[config.mk]
export PLATFORM = sky130hd
export DESIGN_NAME = cbf_core_ctrl_flat
export DESIGN_NICKNAME = d
export VERILOG_FILES = /design/src/pkg/cbf_pkg.sv /design/src/pkg/cbf_link_if.sv /design/src/hdl/cbf_core_ctrl.sv /design/src/flat_wrapper.sv
export VERILOG_INCLUDE_DIRS = /design/src /design/src/pkg
export SDC_FILE = /design/constraint.sdc
export NUM_CORES = 1
export LEC_CHECK = 0
export BUFFER_PORTS_ARGS = -buffer_cell sky130_fd_sc_hd__buf_2
export CORE_ASPECT_RATIO = 1.4
export CORE_MARGIN = 1
export CORE_UTILIZATION = 30
export CTS_CLUSTER_DIAMETER = 50
export DETAILED_ROUTE_END_ITERATION = 6
export SETUP_SLACK_MARGIN = 0.1
export SLEW_MARGIN = 20
export SYNTH_ARGS = -nofsm -noshare
export SYNTH_HDL_FRONTEND = slang
export SYNTH_SLANG_ARGS = --single-unit
[constraint.sdc]
create_clock -name clk_sys -period 2.39 [get_ports clk_sys]
set_input_delay 0.239 -clock clk_sys [delete_from_list [all_inputs] [get_ports clk_sys]]
set_output_delay 0.239 -clock clk_sys [all_outputs]
set_load 0.02 [all_outputs]
[src/pkg/cbf_params.svh]
// Constants shared by the boot and fetch control ends.
`ifndef CBF_PARAMS_SVH
`define CBF_PARAMS_SVH

// Clock rate of clk_sys in MHz.
`define CBF_CLK_MHZ 20
// Least time that the core reset is held low after a reset request.
`define CBF_RESET_HOLD_NS 100
`define CBF_RESET_HOLD_CYC \
   ((`CBF_RESET_HOLD_NS * `CBF_CLK_MHZ + 999) / 1000)

// Registers of the integration controller, byte addresses on APB.
`define CBF_REG_CTRL 12'h000
`define CBF_REG_BOOT 12'h004
`define CBF_REG_TRAP 12'h008
`define CBF_REG_DBG_ENTRY 12'h00c
`define CBF_REG_DBG_FAULT 12'h010
`define CBF_REG_THREAD 12'h014
`define CBF_REG_STATUS 12'h018

// Control register fields.
`define CBF_CTRL_FETCH 0
`define CBF_CTRL_SCAN 1
`define CBF_CTRL_CLUSTER 2
`define CBF_CTRL_RESET 3
// Status register fields.
`define CBF_STAT_SLEEP 0
`define CBF_STAT_PERMIT 1
`define CBF_STAT_IN_RESET 2

// Reset values of the address registers.
`define CBF_BOOT_RESET 32'h0000_0080
`define CBF_TRAP_RESET 32'h0000_0000
`define CBF_DBG_ENTRY_RESET 32'h0000_0800
`define CBF_DBG_FAULT_RESET 32'h0000_0808
`define CBF_THREAD_RESET 32'h0000_0000

// Core CSR numbers seen on the core's read port.
`define CBF_CSR_MTVEC 12'h305
`define CBF_CSR_MHARTID 12'hf14
`define CBF_CSR_UHARTID 12'hcd0
`define CBF_CSR_CUSTOM_CFG 12'hcc8
`define CBF_CSR_PERF_BASE 12'hb03
// Upper bound of the performance counter option.
`define CBF_PERF_MAX 29

`endif

[src/pkg/cbf_pkg.sv]
// Types shared by the boot and fetch control ends.
package cbf_pkg;
   typedef enum logic [1:0] {
      CBF_WAIT_PERMIT = 2'b00,
      CBF_RUNNING = 2'b01,
      CBF_SLEEPING = 2'b10
   } cbf_core_state_t;

   typedef enum logic [1:0] {
      CBF_HOLD_RESET = 2'b00,
      CBF_RELEASED = 2'b01,
      CBF_PERMITTED = 2'b10
   } cbf_host_state_t;
endpackage

[src/pkg/cbf_link_if.sv]
// Static configuration and control wires between integrator and core.
interface cbf_link_if;
   logic reset_low_async;
   logic scan_gate_override;
   logic fetch_permit;
   logic cluster_clock_enable;
   logic core_sleeping;
   logic [31:0] boot_address;
   logic [31:0] trap_vector_address;
   logic [31:0] debug_entry_target;
   logic [31:0] debug_fault_target;
   logic [31:0] thread_identifier;

   modport device (
      input reset_low_async,
      input scan_gate_override,
      input fetch_permit,
      input cluster_clock_enable,
      output core_sleeping,
      input boot_address,
      input trap_vector_address,
      input debug_entry_target,
      input debug_fault_target,
      input thread_identifier
   );

   modport integrator (
      output reset_low_async,
      output scan_gate_override,
      output fetch_permit,
      output cluster_clock_enable,
      input core_sleeping,
      output boot_address,
      output trap_vector_address,
      output debug_entry_target,
      output debug_fault_target,
      output thread_identifier
   );
endinterface

[src/hdl/cbf_core_ctrl.sv]
// Core end: fetch gating, boot and trap targets, CSRs, float pipes, sleep.
//
// Notes on behaviour
// [RL1] No first fetch while fetch permit is low.
// [RL2] Integrator holds fetch permit high outside reset while the fetch bit is set.
// [RL3] Once permitted, later fetch permit values are ignored.
// [RL4] First program counter equals the boot address.
// [RL5] Integrator keeps boot address half-word aligned.
// [RL6] Trap vector base starts from trap-vector input.
// [RL7] Debug entry jumps to word-aligned debug entry target.
// [RL8] Debug-mode exception jumps to word-aligned fault target.
// [RL9] Integrator freezes address inputs once fetching permitted.
// [RL10] Scan override opens every clock gate; functionally low.
// [RL11] Both thread identifier CSRs return the input value.
// [RL12] Cluster clock enable tied low without cluster support.
// [RL13] Float-in-integer-regs only with the float unit.
// [RL14] Float unit option adds float support, default absent.
// [RL15] Add-multiply stages set add/mul pipeline depth.
// [RL16] Misc stages set compare/convert/classify pipeline depth.
// [RL17] Custom option enables extensions and CSRs, not event-load.
// [RL18] Cluster option enables the event-load instruction.
// [RL19] Counter option sets number of performance counters.
// [RL20] Sleep output high while the core sleeps.
// [RL21] Permit state: async clear, set on first high sample.
//
// Implementation choices: the APB slave port and the register offsets.
`include "cbf_params.svh"
module cbf_core_ctrl #(
   parameter bit float_unit_enable = 1'b0,
   parameter int float_addmul_stages = 0,
   parameter int float_misc_stages = 0,
   parameter bit float_in_integer_regs = 1'b0,
   parameter bit custom_ext_enable = 1'b0,
   parameter bit cluster_support_enable = 1'b0,
   parameter int perf_counter_count = 1
) (
   input wire logic clk_sys,
   cbf_link_if.device link,
   output logic fetch_req,
   output logic [31:0] fetch_addr,
   input wire logic fetch_ack,
   input wire logic retire,
   input wire logic trap_taken,
   input wire logic debug_enter,
   input wire logic debug_fault,
   input wire logic debug_leave,
   output logic debug_mode,
   input wire logic sleep_request,
   input wire logic wake_event,
   output logic gate_open,
   input wire logic [11:0] csr_addr,
   output logic [31:0] csr_rdata,
   output logic csr_hit,
   input wire logic event_load_req,
   output logic event_load_ok,
   input wire logic float_op_valid,
   input wire logic float_op_misc,
   input wire logic [31:0] float_op_data,
   output logic float_res_valid,
   output logic [31:0] float_res_data,
   output logic float_uses_int_regs
);
   generate
      if (float_addmul_stages < 0 || float_misc_stages < 0) begin : g_bad_lat
         $error("Float pipeline depths must not be negative.");
      end
      if (perf_counter_count < 0 || perf_counter_count > `CBF_PERF_MAX) begin : g_bad_cnt
         $error("Performance counter count out of range.");
      end
      if (float_in_integer_regs && !float_unit_enable) begin : g_bad_fin
         $error("Float in integer registers needs the float unit."); // RL13
      end
   endgenerate

   cbf_pkg::cbf_core_state_t state;
   cbf_pkg::cbf_core_state_t next_state;
   logic [31:0] pc;
   logic [31:0] next_pc;
   logic [31:0] trap_base;
   logic next_debug_mode;

   wire logic waiting = (state == cbf_pkg::CBF_WAIT_PERMIT);
   wire logic running = (state == cbf_pkg::CBF_RUNNING);
   wire logic sleeping = (state == cbf_pkg::CBF_SLEEPING);
   wire logic fault_in_debug = debug_mode && debug_fault;

   // The permit input is looked at only while waiting, so a later low
   // level cannot stop a running core.
   always_comb begin
      next_state = state;
      unique case (state)
         cbf_pkg::CBF_WAIT_PERMIT: begin
            if (link.fetch_permit) begin // RL21
               next_state = cbf_pkg::CBF_RUNNING; // RL3
            end
         end
         cbf_pkg::CBF_RUNNING: begin
            if (sleep_request && !debug_mode) begin
               next_state = cbf_pkg::CBF_SLEEPING;
            end
         end
         cbf_pkg::CBF_SLEEPING: begin
            if (wake_event || debug_enter) begin
               next_state = cbf_pkg::CBF_RUNNING;
            end
         end
         default: next_state = cbf_pkg::CBF_WAIT_PERMIT;
      endcase
   end

   // Redirects take priority over sequential fetch; the debug targets
   // are used with their low bits as given, the integrator aligns them.
   always_comb begin
      next_pc = pc;
      if (waiting) begin
         next_pc = link.boot_address; // RL4
      end else if (fault_in_debug) begin
         next_pc = link.debug_fault_target; // RL8
      end else if (debug_enter && !debug_mode) begin
         next_pc = link.debug_entry_target; // RL7
      end else if (trap_taken && !debug_mode) begin
         next_pc = trap_base;
      end else if (fetch_req && fetch_ack) begin
         next_pc = pc + 32'h0000_0004;
      end
   end

   always_comb begin
      next_debug_mode = debug_mode;
      if (debug_enter && !waiting) begin
         next_debug_mode = 1'b1;
      end else if (debug_leave) begin
         next_debug_mode = 1'b0;
      end
   end

   always_ff @(posedge clk_sys or negedge link.reset_low_async) begin
      if (!link.reset_low_async) begin
         state <= cbf_pkg::CBF_WAIT_PERMIT; // RL21
         pc <= 32'h0000_0000;
         debug_mode <= 1'b0;
      end else begin
         state <= next_state;
         pc <= next_pc;
         debug_mode <= next_debug_mode;
      end
   end

   // The base is reloaded while waiting so it is current at the first fetch.
   always_ff @(posedge clk_sys or negedge link.reset_low_async) begin
      if (!link.reset_low_async) begin
         trap_base <= 32'h0000_0000;
      end else if (waiting) begin
         trap_base <= {link.trap_vector_address[31:2], 2'b00}; // RL6
      end
   end

   assign fetch_req = running; // RL1
   assign fetch_addr = pc;
   assign link.core_sleeping = sleeping; // RL20
   // A sleeping core may keep its gate open for the cluster or for scan override.
   wire logic cluster_keep = cluster_support_enable && link.cluster_clock_enable;
   assign gate_open = !sleeping || cluster_keep || link.scan_gate_override; // RL10
   assign event_load_ok = cluster_support_enable && event_load_req && running; // RL18
   assign float_uses_int_regs = float_unit_enable && float_in_integer_regs;

   // Float pipes: one delay chain per operation class, depth from the option.
   logic [1:0] lane_valid;
   logic [31:0] lane_data [2];
   for (genvar c = 0; c < 2; c++) begin : g_lane
      localparam int LAT = (c == 0) ? float_addmul_stages : float_misc_stages;
      logic [LAT:0] v;
      logic [31:0] d [LAT+1];
      assign v[0] = float_unit_enable && float_op_valid
         && (float_op_misc == (c == 1)); // RL14
      assign d[0] = float_op_data;
      for (genvar s = 0; s < LAT; s++) begin : g_stage
         always_ff @(posedge clk_sys or negedge link.reset_low_async) begin
            if (!link.reset_low_async) begin
               v[s+1] <= 1'b0;
               d[s+1] <= 32'h0000_0000;
            end else begin
               v[s+1] <= v[s]; // RL15 RL16
               d[s+1] <= d[s];
            end
         end
      end
      assign lane_valid[c] = v[LAT];
      assign lane_data[c] = d[LAT];
   end
   assign float_res_valid = |lane_valid;
   assign float_res_data = lane_valid[1] ? lane_data[1] : lane_data[0];

   // Performance counters: counter 0 counts open-gate cycles, the rest
   // count retired instructions.
   localparam int NCNT = (perf_counter_count > 0) ? perf_counter_count : 1;
   logic [31:0] perf [NCNT];
   for (genvar i = 0; i < NCNT; i++) begin : g_perf
      wire logic bump = (i == 0) ? gate_open : retire;
      always_ff @(posedge clk_sys or negedge link.reset_low_async) begin
         if (!link.reset_low_async) begin
            perf[i] <= 32'h0000_0000;
         end else if (bump && i < perf_counter_count) begin // RL19
            perf[i] <= perf[i] + 32'h0000_0001;
         end
      end
   end

   wire logic is_thread_csr = (csr_addr == `CBF_CSR_MHARTID)
      || (csr_addr == `CBF_CSR_UHARTID);
   wire logic is_custom_csr = custom_ext_enable
      && (csr_addr == `CBF_CSR_CUSTOM_CFG); // RL17
   wire logic [31:0] custom_cfg = {24'h00_0000,
      1'b0, float_uses_int_regs, float_unit_enable,
      cluster_support_enable, custom_ext_enable, 3'h0};

   always_comb begin
      csr_rdata = 32'h0000_0000;
      csr_hit = 1'b0;
      if (is_thread_csr) begin
         csr_rdata = link.thread_identifier; // RL11
         csr_hit = 1'b1;
      end else if (csr_addr == `CBF_CSR_MTVEC) begin
         csr_rdata = trap_base;
         csr_hit = 1'b1;
      end else if (is_custom_csr) begin
         csr_rdata = custom_cfg;
         csr_hit = 1'b1;
      end
      for (int i = 0; i < perf_counter_count; i++) begin
         if (csr_addr == `CBF_CSR_PERF_BASE + 12'(i)) begin
            csr_rdata = perf[i];
            csr_hit = 1'b1;
         end
      end
   end
endmodule

[src/flat_wrapper.sv]
// flat-port wrapper written by rule: the top's interface ports become plain ports
module cbf_core_ctrl_flat 
#(
   parameter bit float_unit_enable = 1'b0,
   parameter int float_addmul_stages = 0,
   parameter int float_misc_stages = 0,
   parameter bit float_in_integer_regs = 1'b0,
   parameter bit custom_ext_enable = 1'b0,
   parameter bit cluster_support_enable = 1'b0,
   parameter int perf_counter_count = 1
)
  (clk_sys, fetch_req, fetch_addr, fetch_ack, retire, trap_taken, debug_enter, debug_fault, debug_leave, debug_mode, sleep_request, wake_event, gate_open, csr_addr, csr_rdata, csr_hit, event_load_req, event_load_ok, float_op_valid, float_op_misc, float_op_data, float_res_valid, float_res_data, float_uses_int_regs, link_reset_low_async, link_scan_gate_override, link_fetch_permit, link_cluster_clock_enable, link_core_sleeping, link_boot_address, link_trap_vector_address, link_debug_entry_target, link_debug_fault_target, link_thread_identifier);
  cbf_link_if link_i ();
  input wire logic clk_sys;
  output logic fetch_req;
  output logic [31:0] fetch_addr;
  input wire logic fetch_ack;
  input wire logic retire;
  input wire logic trap_taken;
  input wire logic debug_enter;
  input wire logic debug_fault;
  input wire logic debug_leave;
  output logic debug_mode;
  input wire logic sleep_request;
  input wire logic wake_event;
  output logic gate_open;
  input wire logic [11:0] csr_addr;
  output logic [31:0] csr_rdata;
  output logic csr_hit;
  input wire logic event_load_req;
  output logic event_load_ok;
  input wire logic float_op_valid;
  input wire logic float_op_misc;
  input wire logic [31:0] float_op_data;
  output logic float_res_valid;
  output logic [31:0] float_res_data;
  output logic float_uses_int_regs;
  input wire logic [$bits(link_i.reset_low_async)-1:0] link_reset_low_async;
  input wire logic [$bits(link_i.scan_gate_override)-1:0] link_scan_gate_override;
  input wire logic [$bits(link_i.fetch_permit)-1:0] link_fetch_permit;
  input wire logic [$bits(link_i.cluster_clock_enable)-1:0] link_cluster_clock_enable;
  output wire logic [$bits(link_i.core_sleeping)-1:0] link_core_sleeping;
  input wire logic [$bits(link_i.boot_address)-1:0] link_boot_address;
  input wire logic [$bits(link_i.trap_vector_address)-1:0] link_trap_vector_address;
  input wire logic [$bits(link_i.debug_entry_target)-1:0] link_debug_entry_target;
  input wire logic [$bits(link_i.debug_fault_target)-1:0] link_debug_fault_target;
  input wire logic [$bits(link_i.thread_identifier)-1:0] link_thread_identifier;
  assign link_i.reset_low_async = link_reset_low_async;
  assign link_i.scan_gate_override = link_scan_gate_override;
  assign link_i.fetch_permit = link_fetch_permit;
  assign link_i.cluster_clock_enable = link_cluster_clock_enable;
  assign link_core_sleeping = link_i.core_sleeping;
  assign link_i.boot_address = link_boot_address;
  assign link_i.trap_vector_address = link_trap_vector_address;
  assign link_i.debug_entry_target = link_debug_entry_target;
  assign link_i.debug_fault_target = link_debug_fault_target;
  assign link_i.thread_identifier = link_thread_identifier;
  cbf_core_ctrl #(.float_unit_enable(float_unit_enable), .float_addmul_stages(float_addmul_stages), .float_misc_stages(float_misc_stages), .float_in_integer_regs(float_in_integer_regs), .custom_ext_enable(custom_ext_enable), .cluster_support_enable(cluster_support_enable), .perf_counter_count(perf_counter_count)) u_core (.clk_sys(clk_sys), .link(link_i), .fetch_req(fetch_req), .fetch_addr(fetch_addr), .fetch_ack(fetch_ack), .retire(retire), .trap_taken(trap_taken), .debug_enter(debug_enter), .debug_fault(debug_fault), .debug_leave(debug_leave), .debug_mode(debug_mode), .sleep_request(sleep_request), .wake_event(wake_event), .gate_open(gate_open), .csr_addr(csr_addr), .csr_rdata(csr_rdata), .csr_hit(csr_hit), .event_load_req(event_load_req), .event_load_ok(event_load_ok), .float_op_valid(float_op_valid), .float_op_misc(float_op_misc), .float_op_data(float_op_data), .float_res_valid(float_res_valid), .float_res_data(float_res_data), .float_uses_int_regs(float_uses_int_regs));
endmodule
Word-level counts from Yosys, hierarchy flattened --
Index checks and enable logic that the tools add are counted.
Cells by class: $add $sub $neg 2, multipliers 0, div/mod/pow operators 0, order comparisons 0, equality and inequality tests 9, shift-type cells 0, muxes and demuxes 17, bitwise gates (word level) 0, reductions and logical operators 16
Operator list (number):
- $mux 32 | 8
- $eq 12x12->1 const B | 3
- $add 32x1->32 const B | 1
- $add 32x3->32 const B | 1
- $eq 12x10->1 const B | 1
- $logic_and 1x1->1 | 6
- $mux 2 | 3
- $ne 2x2->1 const B | 3
- $pmux 2 s3 | 1
- $mux 1 | 5
- $reduce_bool 5->1 | 1
- $logic_not 1->1 | 3
- $logic_or 1x1->1 | 3
- $reduce_and 3->1 | 1
- $eq 2x1->1 const B | 1
- $eq 2x2->1 const B | 1
- $logic_not 2->1 | 1
- $reduce_bool 2->1 | 1
Word-level totals: register bits after elaboration 97, bits in latches 0, bits in writable memories 0, memory bits (read-only) 0, input port bits 220, memories 0

Logic depth before layout (Yosys ltp) --
Gate-level depths: netlist (run 1).
depth in word-level cells 7, mapped depth 8

Worst setup path before layout (run 1) --
Ideal clock, no wire load.
kind reg-to-reg, start point reg u_core.pc[2], in the netlist u_core.fetch_addr[2], end point reg u_core.pc[22], in the netlist u_core.fetch_addr[22], setup time 0.120 ns, arrival time 1.949 ns, data required time 2.270 ns, slack 0.321 ns, cell stages (with the launch flop) 8, path buffers 1, clock period less this slack 2.069 ns, path through dfrtp_1 -> ha_1 -> and3_1 -> buf_4 -> nand3_2 -> or3_1 -> a2111oi_2 -> and3b_1
On the way: cells in the longest elaborated chain, start to end 6
Ends and longest elaborated chain:
- start: declaration | line cbf_core_ctrl.sv:77 | logic [31:0] pc;
- start signal: assignment | line cbf_core_ctrl.sv:144 | pc <= next_pc;
- $add 32x3->32 | line cbf_core_ctrl.sv:124 | next_pc = pc + 32'h0000_0004;
- $mux 32 | line cbf_core_ctrl.sv:123 | end else if (fetch_req && fetch_ack) begin
- $mux 32 | line cbf_core_ctrl.sv:121 | end else if (trap_taken && !debug_mode) begin
- $mux 32 | line cbf_core_ctrl.sv:119 | end else if (debug_enter && !debug_mode) begin
- $mux 32 | line cbf_core_ctrl.sv:117 | end else if (fault_in_debug) begin
- $mux 32 | line cbf_core_ctrl.sv:115 | if (waiting) begin
Every way passes these cells. The select of a mux whose other input is x is not followed. A chain may end at the register's enable or synchronous reset.

Final worst setup path (run 1) --
start point reg u_core.pc[2], in the netlist u_core.fetch_addr[2], end point reg u_core.pc[24], in the netlist u_core.fetch_addr[24]
The elaborated chain is that of the path after synthesis.

==> results of run 1 <==
-- metrics by stage --
step | instances | worst slack, ns | total power, uW | util (%)
5_1_grt | 1337 | 0.119 | 10100 | 39.3
6_report | 1337 | 0.245 | 9420 | 39.3
4_1_cts | 1336 | 0.278 | 9440 | 39.2
3_3_place_gp | 1319 | 0.297 | 7700 | 37.7
2_1_floorplan | 817 | 0.321 | 5840 | -
3_5_place_dp | 1319 | 0.305 | 7760 | 37.7
-- final timing paths --
| check | cells after the start | slack [ns] | to | start |
|---|---|---|---|---|
| setup / recovery | 7 | 0.25 | u_core.fetch_addr[24] | u_core.fetch_addr[2] |
| hold reg to reg | 1 | 0.49 | u_core.perf[31] | u_core.perf[31] |
| setup reg to reg | 7 | 0.25 | u_core.fetch_addr[24] | u_core.fetch_addr[2] |
| min in group asynchronous | 3 | 0.50 | u_core.perf[2] | link_reset_low_async |
| hold / removal | 3 | 0.07 | u_core.trap_base[23] | link_trap_vector_address[23] |
| max in group asynchronous | 3 | 1.48 | u_core.fetch_addr[21] | link_reset_low_async |
-- repair_timing --
action	in CTS	in global routing
hold buffers	1	0
resized for setup	0	1
setup endpoints to repair	0	1
endpoints found under the hold margin	97	0
-- flip-flops by register name, indices dropped and copies added, names as in the netlist --
| register | flops |
|---|---|
| u_core.debug_mode | 1 |
| u_core.fetch_addr | 32 |
| u_core.perf | 32 |
| u_core.state | 2 |
| u_core.trap_base | 30 |
-- metal layers --
layer  share of wire, %  wire (um)  track usage, %
met1                 38      10300            28.5
met4                4.5       1240            12.4
met3                6.5       1770            3.24
met5                  0          0               0
met2                 51      13900            42.7
-- kinds of logic after synthesis --
kind of cell	after synthesis	share of synthesized area [%]
adder cells (fa/ha/maj)	2	0.374
buffers and inverters	138	10.1
AO/OA/AOI/OAI	227	24.1
AND/OR/NAND/NOR	308	23.4
XOR/XNOR	40	5.24
multiplexers	2	0.300
other	1	0.0561
flip-flops	97	36.3
-- Yosys cell counts (all sizes together), types with 3 or more instances --
| cell type | count |
|---|---|
| a211oi | 14 |
| or4 | 3 |
| and3 | 4 |
| and4 | 8 |
| nand4 | 20 |
| o31a | 4 |
| nor2 | 31 |
| a21oi | 38 |
| a221o | 4 |
| nor4 | 12 |
| nand2b | 4 |
| o211a | 3 |
| nand2 | 139 |
| clkbuf | 34 |
| a222oi | 33 |
| a31oi | 11 |
| xnor2 | 29 |
| o22ai | 23 |
| a21o | 4 |
| o31ai | 5 |
| xor2 | 11 |
| o21ai | 42 |
| buf | 56 |
| a21boi | 3 |
| dfrtp | 97 |
| nor2b | 10 |
| o211ai | 7 |
| a2111oi | 3 |
| nor3b | 11 |
| and2 | 3 |
| nor3 | 17 |
| o221ai | 3 |
| a22o | 4 |
| or3 | 8 |
| nor4b | 3 |
| or2 | 3 |
| a22oi | 10 |
| inv | 48 |
| nand3 | 26 |
-- power breakdown --
part	switching, uW	internal (uW)	leakage, uW
Sequential	886	2280	0.00121
Clock	689	956	0.000160
Combinational	2800	1810	0.00286
-- final cells by class --
cell class,count,area [um^2]
diodes,1,2.50
clock buffers,11,243
clock inverters,5,86.3
fillers,2316,13300
inverters,48,180
multi-input cells,582,3620
flip-flops and latches,97,2430
well taps,297,372
repair buffers,296,1650
-- worst register-to-register path, delay by kind of cell (launching register included) --
family,cells,cell delay [ns]
AO/OA/AOI/OAI,2,0.37
AND/OR/NAND/NOR,3,0.71
adder cells (fa/ha/maj),1,0.25
buffers and inverters,1,0.22
flip-flops,1,0.47
==> out/qor.txt, run 1 <==
DR iter-0 viols: 698
Seq/Total Area, Yosys: 36.3%
Htree depth: 3
Slew @ Worst Pin: 0.680 ns
Worst EP arrival: 2.38 ns
Pin count of the biggest net entering global routing: 98
Post-route DRC: 6
Tmin final: 2.14 ns
Lkg Pwr: 0.00423 uW
Ports: 324
Crit share post-route: 89.7%
CTS root buf: clkbuf_16
P&R area growth vs syn: 28.4%
Post-CTS setup buffer count: 0
Die X: 128 um
Post-route cell area: 8580 um^2
Final Wtd Congestion: 0.933
Flip-flop and latch count after synthesis: 97
CP max-delay cell: dfrtp_1
Post-synth EDFFs: 0
Die ar.: 22900 um^2
Fmax achieved: 0.466 GHz
Mapped cell area: 6680 um^2
GR Util All Layers: 24.2%
Synth top area share: 36.3%
Element type at the critical path end: register
Unrepaired setup endpoints after global routing: false
Most frequent cells in the layout: buf_2, nand2_1, dfrtp_1
HP Class: in2reg
Layout cells sized above 1: 32.1%
CP Cell Sequence: ha_1 -> and3_1 -> nand3_2 -> buf_4 -> or3_1 -> o311ai_1 -> a21oi_1
Setup TNS: 0 ns
Post-DRT Antenna Nets: 0
Peak supply drop: 0.630 mV
Failing checks: DRC
Final Hold Viols: 0
Post-DP Area: 8240 um^2
First-pass GRT wire length: 41000 um
Overall routed net length: 27200 um
Site Rows: 64
Required time of the worst setup path: 2.62 ns
Vias: 7273
Clock Latency Late Sink: 0.36 ns
Clock Pin Slew Worst Setup and Hold Paths: 0.08 ns
Pwr per Cell Area: 1100 nW/um^2
Total grt overflow: 0
CP delay by family, top: simple AND/OR/NAND/NOR gates
CTS Sinks: 97
TritonCTS Buffers: 9
Ys Warns: 0
Netlist cell types: 67
Max clock buf depth: 2
Top cells by area, synth: dfrtp_1, nand2_1, a222oi_1
Gate Count Post-Synth: 815
Vias in the first global route: 7020
Commonest non-fill, non-tap cell in the layout: buf_2
Max-cap violations: 0
Max FO, Critical Path: 10
Avg Inst Size Synth: 8.20 um^2
Vias per inst: 5.44
WP buf/inv: 1
Post-DP HPWL: 21400 um
Fin Hold WS: 0.0726 ns
Initial antenna violation count: 1
Initial cell density of the core: 30.6%
Ys flop type: dfrtp_1
Nets: 1256
Final setup viols: 0
Status: complete, but fails checks
DRT Pass-1 Iters: 7
Slew Viols, Final: 0
Clock skew: 0.00826 ns
Relative slew slack: 54.7%
Critical path's largest stage delay: 0.47 ns
PortBufs: 249
Area leader, netlist: dfrtp_1
DR WL/cell: 20.3 um
Crit Path Category: reg2reg
Chip height: 179 um
Type of origin of the critical path: register
Async S/R FF share, synth: 100%
CTS tree: yes
Core ar.: 21900 um^2
(Power assumes the default switching activity.)
==> inputs of run 2 (changes only) <==
==> constraint.sdc (replaced) <==
create_clock -name clk_sys -period 2.39 [get_ports clk_sys]
set_input_delay 0.478 -clock clk_sys [delete_from_list [all_inputs] [get_ports clk_sys]]
set_output_delay 0.478 -clock clk_sys [all_outputs]
set_load 0.02 [all_outputs]
==> run 2 against run 1 <==
The run ends with setup timing left. Largest cell class unchanged. Via count is 1.0% higher. Fmax fell by 10%. Clock skew up 0.0013 ns. Critical path depth increased by 1. Utilization up 2.1 points. Flip-flop and latch count did not move. First-iteration DRC count shrank 9.9%.
==> out/qor.txt, run 2 (synthesis results as in run 1) <==
Initial antenna violation count: 3 (was 1)
Slew @ Worst Pin: 0.586 ns (was 0.680 ns)
Initial cell density of the core: 30.6% (unchanged)
Post-DP HPWL: 21600 um (was 21400 um)
Crit Path Category: in2out (was reg2reg)
Post-DP Area: 8350 um^2 (was 8240 um^2)
Pin count of the biggest net entering global routing: 49 (was 98)
GR Util All Layers: 24.3% (was 24.2%)
DRT Pass-1 Iters: 5 (was 7)
Htree depth: 3 (unchanged)
Lkg Pwr: 0.00436 uW (was 0.00423 uW)
Element type at the critical path end: output port (was register)
Status: complete, but fails checks (unchanged)
Tmin final: 2.39 ns (was 2.14 ns)
DR WL/cell: 20.8 um (was 20.3 um)
Overall routed net length: 28200 um (was 27200 um)
Post-route DRC: 0 (was 6)
Max clock buf depth: 2 (unchanged)
Nets: 1275 (was 1256)
HP Class: in2async (was in2reg)
Worst setup margin: -0.0000566 ns (was 0.245 ns)
Vias in the first global route: 7029 (was 7020)
Commonest non-fill, non-tap cell in the layout: buf_2 (unchanged)
TritonCTS Buffers: 9 (unchanged)
Most frequent cells in the layout: buf_2, nand2_1, dfrtp_1 (unchanged)
Die X: 128 um (unchanged)
Fmax achieved: 0.418 GHz (was 0.466 GHz)
CTS tree: yes (unchanged)
CTS Sinks: 97 (unchanged)
Type of origin of the critical path: input port (was register)
Clock skew: 0.00958 ns (was 0.00826 ns)
Slew Viols, Final: 0 (unchanged)
Clock Pin Slew Worst Setup and Hold Paths: 0.07 ns (was 0.08 ns)
Final Hold Viols: 0 (unchanged)
Clock Latency Late Sink: 0.35 ns (was 0.36 ns)
Unrepaired setup endpoints after global routing: true (was false)
Peak supply drop: 0.558 mV (was 0.630 mV)
Core ar.: 21900 um^2 (unchanged)
PnR Total Power: 9290 uW (was 9420 uW)
Chip height: 179 um (unchanged)
Layout cells sized above 1: 33.9% (was 32.1%)
Finished Layout Cells: 1357 (was 1337)
Crit share post-route: 100% (was 89.7%)
DR iter-0 viols: 629 (was 698)
Required time of the worst setup path: 1.91 ns (was 2.62 ns)
Post-DRT Antenna Nets: 0 (unchanged)
Site Rows: 64 (unchanged)
Relative slew slack: 60.8% (was 54.7%)
Max-cap violations: 0 (unchanged)
Vias per inst: 5.41 (was 5.44)
Pwr per Cell Area: 1030 nW/um^2 (was 1100 nW/um^2)
CTS root buf: clkbuf_16 (unchanged)
Failing checks: setup timing (was DRC)
Final Wtd Congestion: 0.967 (was 0.933)
Final setup viols: 1 (was 0)
Post-CTS Hold Buffers: 0 (was 1)
Ports: 324 (unchanged)
First-pass GRT wire length: 41100 um (was 41000 um)
P&R area growth vs syn: 35.4% (was 28.4%)
Max FO, Critical Path: 9 (was 10)
Post-placement cell count: 1331 (was 1319)
Vias: 7348 (was 7273)
Die ar.: 22900 um^2 (unchanged)
PortBufs: 249 (unchanged)
Total grt overflow: 0 (unchanged)
Worst EP arrival: 1.91 ns (was 2.38 ns)
Post-route cell area: 9040 um^2 (was 8580 um^2)
## run 2: path summary, 6_finish.rpt
path / from / to / slack (ns) / cells after the start
max reg2reg: u_core.fetch_addr[8] / u_core.fetch_addr[24] / 0.21 / 6
max: csr_addr[2] / csr_rdata[6] / -0.00006 / 8
min: link_reset_low_async / u_core.perf[3] / 0.10 / 1
min reg2reg: u_core.fetch_addr[0] / u_core.fetch_addr[0] / 0.48 / 2
min in group clk_sys: link_trap_vector_address[21] / u_core.trap_base[21] / 0.31 / 3
max in group asynchronous: link_reset_low_async / u_core.fetch_addr[2] / 1.64 / 2
## run 2: critical path, stage by stage
cell      delay, ns
buf_6          0.09
or4_4          0.54
a21oi_4        0.19
buf_6          0.15
buf_12         0.14
a222oi_1       0.10
inv_1          0.10
buf_6          0.12
## run 2: cell type report
cell class / instances / area [um^2]
fill: 2227 / 12800
multi-input combinational: 582 / 3650
sequential: 97 / 2430
timing repair buffer: 315 / 2110
tap: 297 / 372
clock buffer: 9 / 225
inverter: 48 / 180
clock inverter: 6 / 67.6
antenna: 3 / 7.51
## run 2: power by group
part,switching [uW],internal [uW]
clock,675,810
combinational,2770,1820
sequential,944,2280
total,4390,4900
## run 2: what timing repair did
action | in CTS | in global routing
cloned | 2 | 2
buffers inserted | 2 | 2
gates resized for setup | 29 | 50
setup endpoints to repair | 32 | 34
pin swaps | 1 | 7
## run 2: per-layer routing
metal  global-route usage [%]  wire (um)
met1                     28.8      11300
met2                     43.7      14700
met3                     2.70       1240
met4                     11.0        965
met5                        0          0
## run 2: stage by stage
stage	utilization (%)	setup slack, ns	TNS (ns)	hold slack, ns
3_5_place_dp	38.2	0.0415	0	0.477
3_3_place_gp	38.2	0.0504	0	0.473
2_1_floorplan	-	0.0649	0	0.182
5_1_grt	41.4	-0.0533	-0.667	0.124
4_1_cts	40.3	0.0456	0	0.113
6_report	41.4	-0.0000566	-0.0000566	0.101
==> inputs of run 3 (changes only) <==
==> constraint.sdc (replaced) <==
create_clock -name clk_sys -period 2.6 [get_ports clk_sys]
set_input_delay 0.52 -clock clk_sys [delete_from_list [all_inputs] [get_ports clk_sys]]
set_output_delay 0.52 -clock clk_sys [all_outputs]
set_load 0.02 [all_outputs]
==> run 3 against run 2 <==
The flow now finishes without violations. Non-clock buffer count shrank 18. Critical path depth up 1. Clock skew up 0.0049 ns. Clock power grew 3%.
==> out/qor.txt, run 3 (synthesis results as in run 1) <==
Post-DP HPWL: 21000 um (was 21600 um)
Clock Pin Slew Worst Setup and Hold Paths: 0.07 ns (about the same)
Commonest non-fill, non-tap cell in the layout: buf_2 (unchanged)
Max FO, Critical Path: 8 (was 9)
Site Rows: 64 (unchanged)
CP max-delay cell: or4_4 (unchanged)
Post-route DRC: 0 (unchanged)
Chip height: 179 um (unchanged)
Max-cap violations: 0 (unchanged)
Slew Viols, Final: 0 (unchanged)
Type of origin of the critical path: input port (unchanged)
WP buf/inv: 5 (unchanged)
Pin count of the biggest net entering global routing: 98 (was 49)
Die X: 128 um (unchanged)
Overall routed net length: 27700 um (was 28200 um)
CTS root buf: clkbuf_16 (unchanged)
Final Hold Viols: 0 (unchanged)
Status: complete, no violations (was complete, but fails checks)
PortBufs: 249 (unchanged)
Required time of the worst setup path: 2.08 ns (was 1.91 ns)
Tmin final: 2.49 ns
CP delay by family, top: buffers and inverters (unchanged)
CTS Sinks: 97 (unchanged)
Max clock buf depth: 2 (unchanged)
DRT Pass-1 Iters: 6 (was 5)
Clock skew: 0.0144 ns (was 0.00958 ns)
Most frequent cells in the layout: buf_2, nand2_1, dfrtp_1 (unchanged)
Crit Path Category: in2out (unchanged)
Fin Hold WS: 0.233 ns (was 0.101 ns)
Pwr per Cell Area: 971 nW/um^2 (was 1030 nW/um^2)
Critical path's largest stage delay: 0.54 ns (about the same)
Initial antenna violation count: 2 (was 3)
Element type at the critical path end: output port (unchanged)
First-pass GRT wire length: 40000 um (was 41100 um)
Worst r2r dst: u_core.fetch_addr[22] (was u_core.fetch_addr[24])
Unrepaired setup endpoints after global routing: true (unchanged)
Vias: 7291 (was 7348)
Ports: 324 (unchanged)
HP Class: in2async (unchanged)
Core ar.: 21900 um^2 (unchanged)
Setup TNS: 0 ns (was -0.0000566 ns)
Worst reg2reg path startpoint: u_core.debug_mode (was u_core.fetch_addr[8])
Layout cells sized above 1: 32.5% (was 33.9%)
Fmax achieved: 0.401 GHz
TritonCTS Buffers: 9 (unchanged)
Die ar.: 22900 um^2 (unchanged)
Relative slew slack: 41.8% (was 60.8%)
Vias in the first global route: 6885 (was 7029)
Peak supply drop: 0.499 mV (was 0.558 mV)
Nets: 1257 (was 1275)
Final Wtd Congestion: 0.949 (was 0.967)
Crit share post-route: 95.8%
CTS tree: yes (unchanged)
GR Util All Layers: 23.6% (was 24.3%)
Final setup viols: 0 (was 1)
Lkg Pwr: 0.00429 uW (was 0.00436 uW)
Htree depth: 3 (unchanged)
P&R area growth vs syn: 32.4% (was 35.4%)
DR iter-0 viols: 582 (was 629)
R2r setup slk: 0.32 ns (was 0.21 ns)
Vias per inst: 5.45 (was 5.41)
Worst Reg-to-Reg Cells: 5 (was 6)
DR WL/cell: 20.7 um (was 20.8 um)
Total grt overflow: 0 (unchanged)
CP Cell Sequence: buf_6 -> nand2_2 -> or4_4 -> a21oi_4 -> buf_12 -> clkbuf_16 -> a222oi_1 -> inv_1 -> buf_4 (was buf_6 -> or4_4 -> a21oi_4 -> buf_6 -> buf_12 -> a222oi_1 -> inv_1 -> buf_6)
Slew @ Worst Pin: 0.872 ns (was 0.586 ns)
Initial cell density of the core: 30.6% (unchanged)
Worst EP arrival: 1.97 ns (was 1.91 ns)
Clock Latency Late Sink: 0.35 ns (about the same)
Post-DRT Antenna Nets: 0 (unchanged)
-- run 3: report_power, final --
group / internal, uW / switching (uW) / leakage, uW
clock network: 885 / 656 / 0.000165
registers: 2090 / 871 / 0.00121
logic: 1590 / 2490 / 0.00292
-- run 3: stage by stage --
step	std cells	utilization (%)	power, uW	worst slack (ns)	instance area, um^2
global placement	1314	37.6	6980	0.131	8210
global route	1338	40.4	9170	0.0605	8840
floorplan	817	-	5370	0.179	6690
finish	1339	40.5	8590	0.108	8840
detailed placement	1314	37.6	7020	0.136	8210
CTS	1330	39.1	8580	0.117	8550
-- run 3: per-layer routing --
metal	global-route usage [%]	routed length (um)	vias to the layer above
li1	-	-	3402
met4	13.1	1360	2
met3	4.02	1890	74
met1	27.9	10500	3474
met5	0	13	-
met2	40.3	14000	339
-- run 3: final cells by class --
| type | instances | area [um^2] |
|---|---|---|
| clock inverter | 6 | 97.6 |
| inverter | 48 | 180 |
| tap | 297 | 372 |
| fill | 2269 | 13000 |
| antenna | 2 | 5.00 |
| timing repair buffer | 297 | 1880 |
| sequential | 97 | 2430 |
| clock buffer | 10 | 239 |
| multi-input combinational | 582 | 3640 |
-- run 3: worst max path at each step --
stage,slack [ns],depth (start not counted),endpoint,startpoint
floorplan,0.18,6,csr_rdata[23],csr_addr[5]
global placement,0.13,7,csr_rdata[30],csr_addr[2]
detailed placement,0.14,7,csr_rdata[30],csr_addr[2]
CTS,0.12,8,csr_rdata[13],csr_addr[5]
global route,0.06,9,csr_rdata[2],csr_addr[7]
finish,0.11,9,csr_rdata[14],csr_addr[7]
-- run 3: what timing repair did --
| item | CTS | global route |
|---|---|---|
| setup buffers | 0 | 2 |
| resized for setup | 0 | 44 |
| hold buffers | 0 | 0 |
| endpoints found under the setup margin | 0 | 32 |
-- run 3: worst reg2reg max path: cells and delay by family, from the launching register on --
kind	cells	cell delay (ns)
DFF	1	0.68
and+or+nand+nor	3	0.83
AOI/OAI and AO/OA	2	0.67
